## src/hdl/ssi_params.svh

```systemverilog
/*
  Constants of the serial absolute position link: timing counts,
  frame sizes, controller register offsets, fields and reset values.
  Assumes a 10 MHz system clock shared by both ends.
*/
`ifndef SSI_PARAMS_SVH
`define SSI_PARAMS_SVH

// Notes on behaviour
// - Up to 24 data bits, then alarm, parity
// - Position sent in gray or binary
// - Repeat resends stored word; 25-26 clocks
// - Repeat needs burst pause under 10 us
// - Fresh read needs pause over 30 us
// - After frame: data low 20 us, then high
// - Clock rate limited by cable length
// - Resolution, code, direction, warning, alarm configurable
// - Status lamp green normal, red on alarm
// - Single-turn 10 to 17 bits, 13 multiturn; the encoder clamps to 10..ST_BITS (13 by default) with 11 multiturn bits

// ----------------------------------------------------------------
// Timing
// ----------------------------------------------------------------
`define SSI_CLK_MHZ        10
`define SSI_HOLD_US        20
`define SSI_HOLD_CYC       (`SSI_HOLD_US * `SSI_CLK_MHZ)
`define SSI_REP_GAP_US     5
`define SSI_REP_GAP_CYC    (`SSI_REP_GAP_US * `SSI_CLK_MHZ)
`define SSI_SGL_GAP_US     40
`define SSI_SGL_GAP_CYC    (`SSI_SGL_GAP_US * `SSI_CLK_MHZ)
`define SSI_MIN_PERIOD_NS  2500
`define SSI_MIN_HALF_CYC   ((`SSI_MIN_PERIOD_NS * `SSI_CLK_MHZ + 1999) / 2000)

// ----------------------------------------------------------------
// Frame
// ----------------------------------------------------------------
`define SSI_DATA_W         24
`define SSI_FRAME_W        26
`define SSI_ST_MIN         10

// ----------------------------------------------------------------
// Controller registers
// ----------------------------------------------------------------
`define SSI_REG_CTRL       8'h00
`define SSI_REG_DIV        8'h04
`define SSI_REG_STATUS     8'h08
`define SSI_REG_DATA       8'h0C
`define SSI_REG_IRQ_STAT   8'h10
`define SSI_REG_IRQ_MASK   8'h14
`define SSI_CTRL_START     0
`define SSI_CTRL_REPEAT    1
`define SSI_CTRL_CNT_LSB   8
`define SSI_CNT_RST        8'h1A
`define SSI_DIV_RST        16'h000D
`define SSI_IRQ_DONE       0
`define SSI_IRQ_MISM       1

`endif

```

## src/hdl/ssi_pkg.sv

```systemverilog
/*
  Types shared by both ends of the serial position link.
  Assumes the constants header is on the include path.
*/
`include "ssi_params.svh"

package ssi_pkg;
  typedef enum logic [1:0] {ENC_IDLE, ENC_SHIFT, ENC_HOLD} enc_state_e;
  typedef enum logic [2:0] {M_IDLE, M_GAP, M_LO, M_HI, M_REP} mst_state_e;
  typedef logic [`SSI_FRAME_W-1:0] frame_t;
endpackage

```

## src/hdl/ssi_link_if.sv

```systemverilog
/*
  Two wires of the serial position link: clock from controller,
  data from encoder. Both are plain one-way lines.
*/
`timescale 1ns/1ps

interface ssi_link_if;
  logic clk_line;
  logic data_line;
  modport master  (output clk_line, input data_line);
  modport encoder (input clk_line, output data_line);
endinterface

```

## src/hdl/ssi_master.sv

```systemverilog
/*
  Controller end: AXI4-Lite register slave that issues clock
  bursts, collects the returned frame and raises an interrupt.
  Assumes the data line is asynchronous to aclk.
*/
// Added by the designer: register access over AXI4-Lite and the register addresses.
`timescale 1ns/1ps
`include "ssi_params.svh"

module ssi_master (
  input  wire logic        aclk,
  input  wire logic        aresetn,
  input  wire logic [7:0]  s_axi_awaddr,
  input  wire logic        s_axi_awvalid,
  output logic             s_axi_awready,
  input  wire logic [31:0] s_axi_wdata,
  input  wire logic [3:0]  s_axi_wstrb,
  input  wire logic        s_axi_wvalid,
  output logic             s_axi_wready,
  output logic [1:0]       s_axi_bresp,
  output logic             s_axi_bvalid,
  input  wire logic        s_axi_bready,
  input  wire logic [7:0]  s_axi_araddr,
  input  wire logic        s_axi_arvalid,
  output logic             s_axi_arready,
  output logic [31:0]      s_axi_rdata,
  output logic [1:0]       s_axi_rresp,
  output logic             s_axi_rvalid,
  input  wire logic        s_axi_rready,
  ssi_link_if.master       link,
  output logic             irq
);

  ssi_pkg::mst_state_e st_r;
  logic [7:0]  awaddr_r;
  logic [31:0] wdata_r;
  logic [3:0]  wstrb_r;
  logic        aw_hold_r;
  logic        w_hold_r;
  logic        wr_fire;
  logic [31:0] wm;
  logic        repeat_r;
  logic        start_r;
  logic [7:0]  cnt_r;
  logic [15:0] div_r;
  logic [31:0] data_r;
  logic [31:0] first_r;
  logic [31:0] sh_r;
  logic [1:0]  irq_stat_r;
  logic [1:0]  irq_mask_r;
  logic        ev_done_r;
  logic        ev_mism_r;
  logic [15:0] tick_r;
  logic [15:0] gap_r;
  logic [7:0]  bits_r;
  logic        pass_r;
  logic        clk_r;
  logic        d_s1_r;
  logic        d_s2_r;

  // Byte lanes to bit mask
  function automatic logic [31:0] lane_mask(input logic [3:0] s);
    return {{8{s[3]}}, {8{s[2]}}, {8{s[1]}}, {8{s[0]}}};
  endfunction

  // True for a mapped word address
  function automatic logic mapped(input logic [7:0] a);
    return a <= `SSI_REG_IRQ_MASK && a[1:0] == 2'b00;
  endfunction

  // ----------------------------------------------------------------
  // AXI4-Lite handshakes
  // ----------------------------------------------------------------
  // Address and data taken in either order; response after both
  always_ff @(posedge aclk) begin
    if (!aresetn) begin
      s_axi_awready <= 1'b1;
      s_axi_wready  <= 1'b1;
      s_axi_bvalid  <= 1'b0;
      s_axi_bresp   <= 2'b00;
      aw_hold_r     <= 1'b0;
      w_hold_r      <= 1'b0;
      awaddr_r      <= 8'h00;
      wdata_r       <= 32'h00000000;
      wstrb_r       <= 4'h0;
    end else begin
      if (s_axi_awvalid && s_axi_awready) begin
        awaddr_r      <= s_axi_awaddr;
        aw_hold_r     <= 1'b1;
        s_axi_awready <= 1'b0;
      end
      if (s_axi_wvalid && s_axi_wready) begin
        wdata_r      <= s_axi_wdata;
        wstrb_r      <= s_axi_wstrb;
        w_hold_r     <= 1'b1;
        s_axi_wready <= 1'b0;
      end
      if (wr_fire) begin
        aw_hold_r    <= 1'b0;
        w_hold_r     <= 1'b0;
        s_axi_bvalid <= 1'b1;
        s_axi_bresp  <= mapped(awaddr_r) ? 2'b00 : 2'b10;
      end
      if (s_axi_bvalid && s_axi_bready) begin
        s_axi_bvalid  <= 1'b0;
        s_axi_awready <= 1'b1;
        s_axi_wready  <= 1'b1;
      end
    end
  end

  assign wr_fire = aw_hold_r & w_hold_r & ~s_axi_bvalid;
  assign wm      = wdata_r & lane_mask(wstrb_r);

  // Read answer one cycle after the address is taken
  always_ff @(posedge aclk) begin
    if (!aresetn) begin
      s_axi_arready <= 1'b1;
      s_axi_rvalid  <= 1'b0;
      s_axi_rdata   <= 32'h00000000;
      s_axi_rresp   <= 2'b00;
    end else if (s_axi_arvalid && s_axi_arready) begin
      s_axi_arready <= 1'b0;
      s_axi_rvalid  <= 1'b1;
      s_axi_rresp   <= mapped(s_axi_araddr) ? 2'b00 : 2'b10;
      unique case (s_axi_araddr)
        `SSI_REG_CTRL:     s_axi_rdata <= {16'h0000, cnt_r, 6'h00, repeat_r, 1'b0};
        `SSI_REG_DIV:      s_axi_rdata <= {16'h0000, div_r};
        `SSI_REG_STATUS:   s_axi_rdata <= {30'h0, d_s2_r, st_r != ssi_pkg::M_IDLE};
        `SSI_REG_DATA:     s_axi_rdata <= data_r;
        `SSI_REG_IRQ_STAT: s_axi_rdata <= {30'h0, irq_stat_r};
        `SSI_REG_IRQ_MASK: s_axi_rdata <= {30'h0, irq_mask_r};
        default:           s_axi_rdata <= 32'h00000000;
      endcase
    end else if (s_axi_rvalid && s_axi_rready) begin
      s_axi_rvalid  <= 1'b0;
      s_axi_arready <= 1'b1;
    end
  end

  // ----------------------------------------------------------------
  // Control registers and interrupt
  // ----------------------------------------------------------------
  // Divider floored so the clock never beats the cable limit
  always_ff @(posedge aclk) begin
    if (!aresetn) begin
      repeat_r   <= 1'b0;
      start_r    <= 1'b0;
      cnt_r      <= `SSI_CNT_RST;
      div_r      <= `SSI_DIV_RST;
      irq_mask_r <= 2'b00;
    end else begin
      start_r <= wr_fire && awaddr_r == `SSI_REG_CTRL && wm[`SSI_CTRL_START];
      if (wr_fire && awaddr_r == `SSI_REG_CTRL) begin
        if (wstrb_r[0]) repeat_r <= wdata_r[`SSI_CTRL_REPEAT];
        if (wstrb_r[1]) cnt_r <= (wdata_r[15:8] == 8'h00) ? 8'h01 : wdata_r[15:8];
      end
      if (wr_fire && awaddr_r == `SSI_REG_DIV && wstrb_r[1:0] == 2'b11) begin
        div_r <= (wdata_r[15:0] < 16'(`SSI_MIN_HALF_CYC)) ?
                 16'(`SSI_MIN_HALF_CYC) : wdata_r[15:0];
      end
      if (wr_fire && awaddr_r == `SSI_REG_IRQ_MASK && wstrb_r[0]) irq_mask_r <= wdata_r[1:0];
    end
  end

  // Write-one clears; a set in the same cycle wins
  always_ff @(posedge aclk) begin
    if (!aresetn) begin
      irq_stat_r <= 2'b00;
      irq        <= 1'b0;
    end else begin
      irq_stat_r <= (irq_stat_r & ~((wr_fire && awaddr_r == `SSI_REG_IRQ_STAT) ?
                    wm[1:0] : 2'b00)) | {ev_mism_r, ev_done_r};
      irq        <= |(irq_stat_r & irq_mask_r);
    end
  end

  // ----------------------------------------------------------------
  // Burst generator
  // ----------------------------------------------------------------
  always_ff @(posedge aclk) begin
    if (!aresetn) begin
      d_s1_r <= 1'b1;
      d_s2_r <= 1'b1;
    end else begin
      d_s1_r <= link.data_line;
      d_s2_r <= d_s1_r;
    end
  end

  // Samples on its own rising edge, after a full low half
  always_ff @(posedge aclk) begin
    if (!aresetn) begin
      st_r      <= ssi_pkg::M_IDLE;
      clk_r     <= 1'b1;
      tick_r    <= 16'h0000;
      gap_r     <= 16'hFFFF;
      bits_r    <= 8'h00;
      pass_r    <= 1'b0;
      sh_r      <= 32'h00000000;
      first_r   <= 32'h00000000;
      data_r    <= 32'h00000000;
      ev_done_r <= 1'b0;
      ev_mism_r <= 1'b0;
    end else begin
      ev_done_r <= 1'b0;
      ev_mism_r <= 1'b0;
      tick_r    <= tick_r + 16'h0001;
      if (st_r != ssi_pkg::M_LO && st_r != ssi_pkg::M_HI && gap_r != 16'hFFFF) begin
        gap_r <= gap_r + 16'h0001;
      end
      unique case (st_r)
        ssi_pkg::M_IDLE: if (start_r) begin
          pass_r <= 1'b0;
          st_r   <= ssi_pkg::M_GAP;
        end
        ssi_pkg::M_GAP: if (gap_r >= 16'(`SSI_SGL_GAP_CYC) && d_s2_r) begin
          sh_r   <= 32'h00000000;
          bits_r <= cnt_r;
          tick_r <= 16'h0000;
          clk_r  <= 1'b0;
          st_r   <= ssi_pkg::M_LO;
        end
        ssi_pkg::M_REP: if (tick_r == 16'(`SSI_REP_GAP_CYC - 1)) begin
          sh_r   <= 32'h00000000;
          bits_r <= cnt_r;
          tick_r <= 16'h0000;
          clk_r  <= 1'b0;
          st_r   <= ssi_pkg::M_LO;
        end
        ssi_pkg::M_LO: if (tick_r == div_r - 16'h0001) begin
          sh_r   <= {sh_r[30:0], d_s2_r};
          tick_r <= 16'h0000;
          clk_r  <= 1'b1;
          st_r   <= ssi_pkg::M_HI;
        end
        ssi_pkg::M_HI: if (tick_r == div_r - 16'h0001) begin
          tick_r <= 16'h0000;
          if (bits_r != 8'h01) begin
            bits_r <= bits_r - 8'h01;
            clk_r  <= 1'b0;
            st_r   <= ssi_pkg::M_LO;
          end else if (repeat_r && !pass_r) begin
            first_r <= sh_r;
            pass_r  <= 1'b1;
            st_r    <= ssi_pkg::M_REP;
          end else begin
            data_r    <= sh_r;
            ev_done_r <= 1'b1;
            ev_mism_r <= repeat_r && sh_r != first_r;
            gap_r     <= 16'h0000;
            st_r      <= ssi_pkg::M_IDLE;
          end
        end
        default: st_r <= ssi_pkg::M_IDLE;
      endcase
    end
  end

  assign link.clk_line = clk_r;

endmodule // ssi_master

```

## src/flat_wrapper.sv

```systemverilog
// flat-port wrapper written by rule: the top's interface ports become plain ports
module ssi_master_flat 
  (aclk, aresetn, s_axi_awaddr, s_axi_awvalid, s_axi_awready, s_axi_wdata, s_axi_wstrb, s_axi_wvalid, s_axi_wready, s_axi_bresp, s_axi_bvalid, s_axi_bready, s_axi_araddr, s_axi_arvalid, s_axi_arready, s_axi_rdata, s_axi_rresp, s_axi_rvalid, s_axi_rready, irq, link_clk_line, link_data_line);
  ssi_link_if link_i ();
  input  wire logic aclk;
  input  wire logic aresetn;
  input  wire logic [7:0] s_axi_awaddr;
  input  wire logic s_axi_awvalid;
  output logic s_axi_awready;
  input  wire logic [31:0] s_axi_wdata;
  input  wire logic [3:0] s_axi_wstrb;
  input  wire logic s_axi_wvalid;
  output logic s_axi_wready;
  output logic [1:0] s_axi_bresp;
  output logic s_axi_bvalid;
  input  wire logic s_axi_bready;
  input  wire logic [7:0] s_axi_araddr;
  input  wire logic s_axi_arvalid;
  output logic s_axi_arready;
  output logic [31:0] s_axi_rdata;
  output logic [1:0] s_axi_rresp;
  output logic s_axi_rvalid;
  input  wire logic s_axi_rready;
  output logic irq;
  output wire logic [$bits(link_i.clk_line)-1:0] link_clk_line;
  input wire logic [$bits(link_i.data_line)-1:0] link_data_line;
  assign link_clk_line = link_i.clk_line;
  assign link_i.data_line = link_data_line;
  ssi_master u_core (.aclk(aclk), .aresetn(aresetn), .s_axi_awaddr(s_axi_awaddr), .s_axi_awvalid(s_axi_awvalid), .s_axi_awready(s_axi_awready), .s_axi_wdata(s_axi_wdata), .s_axi_wstrb(s_axi_wstrb), .s_axi_wvalid(s_axi_wvalid), .s_axi_wready(s_axi_wready), .s_axi_bresp(s_axi_bresp), .s_axi_bvalid(s_axi_bvalid), .s_axi_bready(s_axi_bready), .s_axi_araddr(s_axi_araddr), .s_axi_arvalid(s_axi_arvalid), .s_axi_arready(s_axi_arready), .s_axi_rdata(s_axi_rdata), .s_axi_rresp(s_axi_rresp), .s_axi_rvalid(s_axi_rvalid), .s_axi_rready(s_axi_rready), .link(link_i), .irq(irq));
endmodule
```

## config.mk

```make
export PLATFORM = sky130hd
export DESIGN_NAME = ssi_master_flat
export DESIGN_NICKNAME = d
export VERILOG_FILES = /design/src/hdl/ssi_pkg.sv /design/src/hdl/ssi_link_if.sv /design/src/hdl/ssi_master.sv /design/src/flat_wrapper.sv
export VERILOG_INCLUDE_DIRS = /design/src /design/src/hdl
export SDC_FILE = /design/constraint.sdc
export NUM_CORES = 1
export LEC_CHECK = 0
export BUFFER_PORTS_ARGS = -buffer_cell sky130_fd_sc_hd__buf_2
export CAP_MARGIN = 20
export CELL_PAD_IN_SITES_DETAIL_PLACEMENT = 2
export CELL_PAD_IN_SITES_GLOBAL_PLACEMENT = 2
export CORE_ASPECT_RATIO = 1.1
export CORE_MARGIN = 2
export CORE_UTILIZATION = 25
export CTS_BUF_LIST = sky130_fd_sc_hd__clkbuf_4
export DETAILED_ROUTE_END_ITERATION = 10
export GPL_ROUTABILITY_DRIVEN = 0
export PLACE_DENSITY = 0.66
export SKIP_CTS_REPAIR_TIMING = 1
export SYNTH_ARGS = -nofsm -noshare
export SYNTH_HDL_FRONTEND = slang
export SYNTH_SLANG_ARGS = --single-unit
```

## constraint.sdc

```tcl
create_clock -name aclk -period 7.58 [get_ports aclk]
set_input_delay 0.379 -clock aclk [delete_from_list [all_inputs] [get_ports aclk]]
set_output_delay 0.379 -clock aclk [all_outputs]
set_load 0.02 [all_outputs]
```

== Word level (Yosys, flattened, before mapping) ==
Index checks and enable logic that the tools add are counted.

* Add/subtract/negate cells: 4
* Order comparisons: 4
* Equality and inequality tests: 28
* Muxes and demuxes: 48
* Bitwise logic cells: 13
* Reduce and logical (&&, ||, !) cells: 47

{| class="wikitable"
|+ Operators by type and width
! operator !! number
|-
| case mux 32 bit (6 select lines) || 1
|-
| 2-to-1 mux 16 bit || 9
|-
| 2-to-1 mux 32 bit || 3
|-
| case mux 32 bit (3 select lines) || 1
|-
| case mux 16 bit (3 select lines) || 1
|-
| 2-to-1 mux 8 bit || 5
|-
| adder 16 x 1 -> 16 bit, second input constant || 2
|-
| == test 8 x 5 -> 1 bit, second input constant || 4
|-
| inequality test 32 bit || 1
|-
| logical NOT 8 bit || 3
|-
| case mux 8 bit (3 select lines) || 1
|-
| 2-to-1 mux 3 bit || 7
|-
| logical AND 1 bit || 19
|-
| == test 16 bit || 1
|-
| == test 16 x 6 -> 1 bit, second input constant || 1
|-
| == test 8 x 3 -> 1 bit, second input constant || 2
|-
| == test 8 x 4 -> 1 bit, second input constant || 2
|-
| greater-or-equal comparator 16 x 9 -> 1 bit, second input constant || 1
|-
| less-or-equal comparator 8 x 5 -> 1 bit, second input constant || 2
|-
| less-than comparator 16 x 4 -> 1 bit, second input constant || 1
|-
| inequality test 16 bit, second input constant || 1
|-
| subtractor 16 x 1 -> 16 bit, second input constant || 1
|-
| case mux 3 bit (5 select lines) || 1
|-
| AND reduction 5 bit || 3
|-
| other kinds (30) || 71
|}

* Register bits: 245
* Input port bits: 60
* Output and inout port bits: 43
* Word-level logic and storage cells: 177

== Logic depth before layout (Yosys ltp) ==
* Word-level depth: 8
* Gate-level depth with buffers: 12
* Mapped depth without buffers: 10

== Worst setup path after synthesis ==
No wires, ideal clock.

* Kind: reg2reg
* Start point: register u_core.div_r[0]
* End point: register u_core.first_r[10]
* Library setup time: 128 ps
* Data arrival time: 2958 ps
* Required time: 7452 ps
* Slack: 4495 ps
* Cell stages (with the launch flop): 11
* Path buffers: 2
* Period minus slack after synthesis: 3085 ps
* Cells stage by stage: dfxtp_1 > or4_1 > buf_2 > nor4_1 > nand3b_1 > xnor2_1 > or3_4 > nor4_4 > buf_6 > mux2i_1 > nor2_1

* Longest elaborated chain between the ends: 3

{| class="wikitable"
|+ RTL lines
! what !! line !! RTL
|-
| start: declaration || ssi_master.sv:45 || <nowiki>logic [15:0] div_r;</nowiki>
|-
| start signal: assignment || ssi_master.sv:150 || <nowiki>div_r <= `SSI_DIV_RST;</nowiki>
|-
| start signal: assignment || ssi_master.sv:159 || <nowiki>div_r <= (wdata_r[15:0] < 16'(`SSI_MIN_HALF_CYC)) ?</nowiki>
|-
| subtractor 16 x 1 -> 16 bit || ssi_master.sv:237 || <nowiki>ssi_pkg::M_HI: if (tick_r == div_r - 16'h0001) begin</nowiki>
|-
| == test 16 bit || ssi_master.sv:237 ||
|-
| AND reduction 4 bit (no source line) || -- ||
|-
| end signal: assignment || ssi_master.sv:244 || <nowiki>first_r <= sh_r;</nowiki>
|-
| end: declaration || ssi_master.sv:47 || <nowiki>logic [31:0] first_r;</nowiki>
|}

No other way between the ends.
A chain may end at the register's enable or synchronous reset.

== Worst setup path in the final report ==
* Start point: register u_core.div_r[2]
* End point: register u_core.data_r[30]

* Longest elaborated chain between the ends: 3

{| class="wikitable"
|+ RTL lines
! what !! line !! RTL
|-
| subtractor 16 x 1 -> 16 bit || ssi_master.sv:237 ||
|-
| == test 16 bit || ssi_master.sv:237 ||
|-
| AND reduction 4 bit (no source line) || -- ||
|-
| end signal: assignment || ssi_master.sv:248 || <nowiki>data_r <= sh_r;</nowiki>
|-
| end: declaration || ssi_master.sv:46 || <nowiki>logic [31:0] data_r;</nowiki>
|}

No other way between the ends.

==> metrics.md <==
| Metric | Value |
|---|---|
| Outcome | `finished clean` |
| RSZ-0062 raised after global routing | `no` |
| Largest net degree at the start of global routing | `67` |
| Setup CP Type | `register to register` |
| PortBufs | `a little over 80` |
| Fin crit share | `0.498` |
| Mean Syn Cell Area | `roughly 9.0 sq um` |
| PnR worst setup slack | `3800 ps` |
| Setup violators final | `0` |
| Rows | `about 80` |
| Tmin final | `between 3000 and 4000 ps` |
| Commonest cells after routing, fill and taps aside | `dfxtp_1, nor2_1, clkbuf_4` |
| Async set-or-reset flop fraction in the synthesized netlist | `0` |
| Hold_ws | `between 90 and 100 ps` |
| Via density | `4.73` |
| Initial Utilization | `0.253` |
| Initial antenna violation count | `1` |
| Filler cells | `4,773` |
| Ys Warns | `0` |
| Global-route usage over all layers | `0.148` |
| Seq/Total Area, Yosys | `0.467` |
| Total wire length | `32,100 microns` |
| Reg2reg start | `u_core.div_r[2]$_SDFFE_PN1P_` |
| Final Hold Fails | `0` |
| Maximum operating frequency | `0.265 GHz` |
| WHS Endpoint | `u_core.s_axi_rresp[1]$_SDFFE_PN0P_` |
| Vias | `9,038` |
| Iter 0 DRT Violations | `240` |
| Power share of the clock group | `0.463` |
| CTS buffer count | `between 70 and 80` |
| Cells after synthesis | `1,160` |
| CTS tree | `yes` |
| CTS root buf | `clkbuf_4` |
| P_sw | `~0.68 mW` |
| Reg-to-Reg End | `u_core.data_r[30]$_SDFFE_PN0P_` |
| Die W | `about 200 microns` |
| Post-Syn Area | `around 10,000 sq um` |
| Worst setup SP type | `register` |
| Max_cap viols | `0` |
| Top_reg_cell synth | `dfxtp_1` |
| VDD IR max | `0.0953 mV` |
| Logic pwr share | `0.045` |
| Vias in the first global route | `9,512` |
| Arrival time at the worst endpoint | `4340 ps` |
| Hold Path Class | `primary input to register` |
| Seq cells post-synth | `243` |
| Hold depth | `3` |
| Power Density | `211 nW/um^2` |
| Clk slew on worst S/H paths | `70 ps` |
| DR pass1 iterations | `4` |
| Layout cells sized above 1 | `0.169` |
| FF/Latch Area | `4860 sq um` |
| Cell-internal power | `1.98 mW` |
| Setup_tns | `0 ps` |
| Die Y-Extent | `between 200 and 250 microns` |
| Worst R2R Setup Slack | `3800 ps` |
| IO Count | `just over 100` |
| CP max FO | `48` |
| Worst-Margin Slew | `782 ps` |
| Most common cell after layout, fill and taps aside | `dfxtp_1` |
| Clk_lat worst skew | `760 ps` |
| Post-DR wirelength/cell | `16.8 microns` |
| P&R area growth vs syn | `21.0%` |
| Sw Share | `0.256` |
| Clk buf depth | `3` |
| Total clock sinks | `around 240` |
| HP Start | `s_axi_araddr[4]` |
| CP endpoint kind | `register` |
| Max_slew headroom | `0.476` |
| Wire length of the first global-routing pass | `between 50,000 and 60,000 microns` |
| DP HPWL | `roughly 22,000 microns` |
| Clock skew | `70.8 ps` |
| Final #Nets | `around 1,400` |
| H-tree depth | `3` |
| Multi-input logic area | `5180 sq um` |
| Core area | `between 40,000 and 50,000 sq um` |
| Post-place setup slack | `3770 ps` |
| Slew Limit Fails | `0` |
| Worst Reg-to-Reg Cells | `9` |
| GR Overflow Total | `0` |
| Drc violations | `0` |
| Reg power frac | `0.492` |
| Die area | `43,300 sq um` |
| P_leak | `4.97 nW` |
| Post-detailed-route count of antenna-violating nets | `0` |
| Post-synth EDFFs | `0` |
| Distinct cells, synth | `62` |
| CP required | `8150 ps` |
metrics by stage:
step / area, sq um / total power, mW / cells / util
3_5_place_dp: 11300 / 1.44 / 1745 / 0.275
3_3_place_gp: 11300 / 1.44 / 1745 / 0.275
6_report: 12600 / 2.66 / 1910 / 0.306
4_1_cts: 12200 / 2.72 / 1867 / 0.296
5_1_grt: 12600 / 2.81 / 1908 / 0.306
2_1_floorplan: 10400 / 1.40 / 1161 / -
worst max path at each step:
stage	startpoint	endpoint
floorplan	u_core.div_r[0]$_SDFFE_PN1P_	u_core.first_r[10]$_SDFFE_PN0P_
global placement	u_core.div_r[0]$_SDFFE_PN1P_	u_core.data_r[31]$_SDFFE_PN0P_
detailed placement	u_core.div_r[0]$_SDFFE_PN1P_	u_core.data_r[2]$_SDFFE_PN0P_
CTS	u_core.div_r[2]$_SDFFE_PN1P_	u_core.data_r[16]$_SDFFE_PN0P_
global route	u_core.div_r[2]$_SDFFE_PN1P_	u_core.data_r[18]$_SDFFE_PN0P_
finish	u_core.div_r[2]$_SDFFE_PN1P_	u_core.data_r[30]$_SDFFE_PN0P_
synth_stat cells (3+ instances only):
| master | count | area [sq um] |
|---|---|---|
| o21ai_1 | 20 | 100 |
| nor4b_1 | 4 | 35.0 |
| nor2_1 | 177 | 664 |
| mux2_2 | 8 | 90.1 |
| or3_1 | 7 | 43.8 |
| and3_1 | 7 | 43.8 |
| nand4_1 | 10 | 62.6 |
| and4_1 | 4 | 35.0 |
| a21oi_1 | 76 | 380 |
| and2_1 | 5 | 31.3 |
| buf_1 | 4 | 15.0 |
| inv_1 | 18 | 67.6 |
| mux2i_1 | 83 | 831 |
| a22o_1 | 33 | 289 |
| nor2b_1 | 3 | 18.8 |
| nand2b_1 | 11 | 68.8 |
| nor3b_1 | 4 | 30.0 |
| a22oi_1 | 26 | 195 |
| o21ai_0 | 11 | 55.1 |
| xnor2_1 | 29 | 254 |
| xor2_1 | 54 | 473 |
| dfxtp_1 | 243 | 4860 |
| a31oi_1 | 7 | 43.8 |
| buf_2 | 10 | 50.1 |
| o22ai_1 | 6 | 37.5 |
| buf_4 | 3 | 22.5 |
| nand3_1 | 34 | 170 |
| or4_1 | 7 | 52.6 |
| nand4b_1 | 4 | 35.0 |
| nand2_1 | 104 | 390 |
| nor3_1 | 31 | 155 |
| o211ai_1 | 3 | 22.5 |
| nor4_1 | 21 | 131 |
| ha_1 | 7 | 87.6 |
| buf_6 | 5 | 56.3 |
| clkbuf_1 | 46 | 173 |
power by group through the flow:
stage,clock network [mW],logic [mW],registers (mW)
6_report,1.23,0.119,1.31
4_1_cts,1.30,0.104,1.31
2_1_floorplan,0,0.0639,1.33
3_5_place_dp,0,0.104,1.34
5_1_grt,1.37,0.133,1.31
3_3_place_gp,0,0.101,1.34
flip-flops by register name, indices dropped and copies added, names as in the netlist, 8 cells and up:
register and cells:
u_core.tick_r 16, u_core.bits_r 8, u_core.data_r 32, u_core.cnt_r 8, u_core.first_r 32, u_core.s_axi_rdata 32, u_core.awaddr_r 8, u_core.gap_r 16
u_core.div_r 16, u_core.sh_r 32, u_core.wdata_r 16
kinds of logic (layout without fill, tap and decap cells):
kind of cell    Yosys count  after routing  synth area share
xor+xnor                 83             83            0.0698
flops                   243            243             0.467
simple gates            447            447             0.203
other cells               1              5          0.000360
buf+inv                  88            274            0.0376
compound gates          199            199             0.122
fa+ha+maj                 7              7           0.00841
mux                      92             92            0.0906
worst max-delay path, cell delays in order (launching register included):
cell      delay [ps]
dfxtp_1          400
or4_1            640
nor4_1           530
nand3b_1         160
xnor2_1          170
or3_4            420
nor4_4           250
buf_4            660
mux2i_1          260
nor2_1            60
routing by layer:
metal  vias to the layer above  part of all wire  track usage
met5                         -                 0            0
met4                         0             0.032       0.0711
met3                        68             0.033       0.0311
met2                       142              0.48        0.247
met1                      4445              0.45        0.181
li1                       4383                 -            -
area by class of cell:
class	count	share of cell area
Multi-Input combinational cell	830	0.411
Timing Repair Buffer	132	0.0703
Inverter	20	0.00616
Clock inverter	16	0.00705
Antenna cell	3	0.000596
Tap cell	560	0.0556
Sequential cell	243	0.386
Clock buffer	106	0.0632
(Power assumes the default switching activity.)
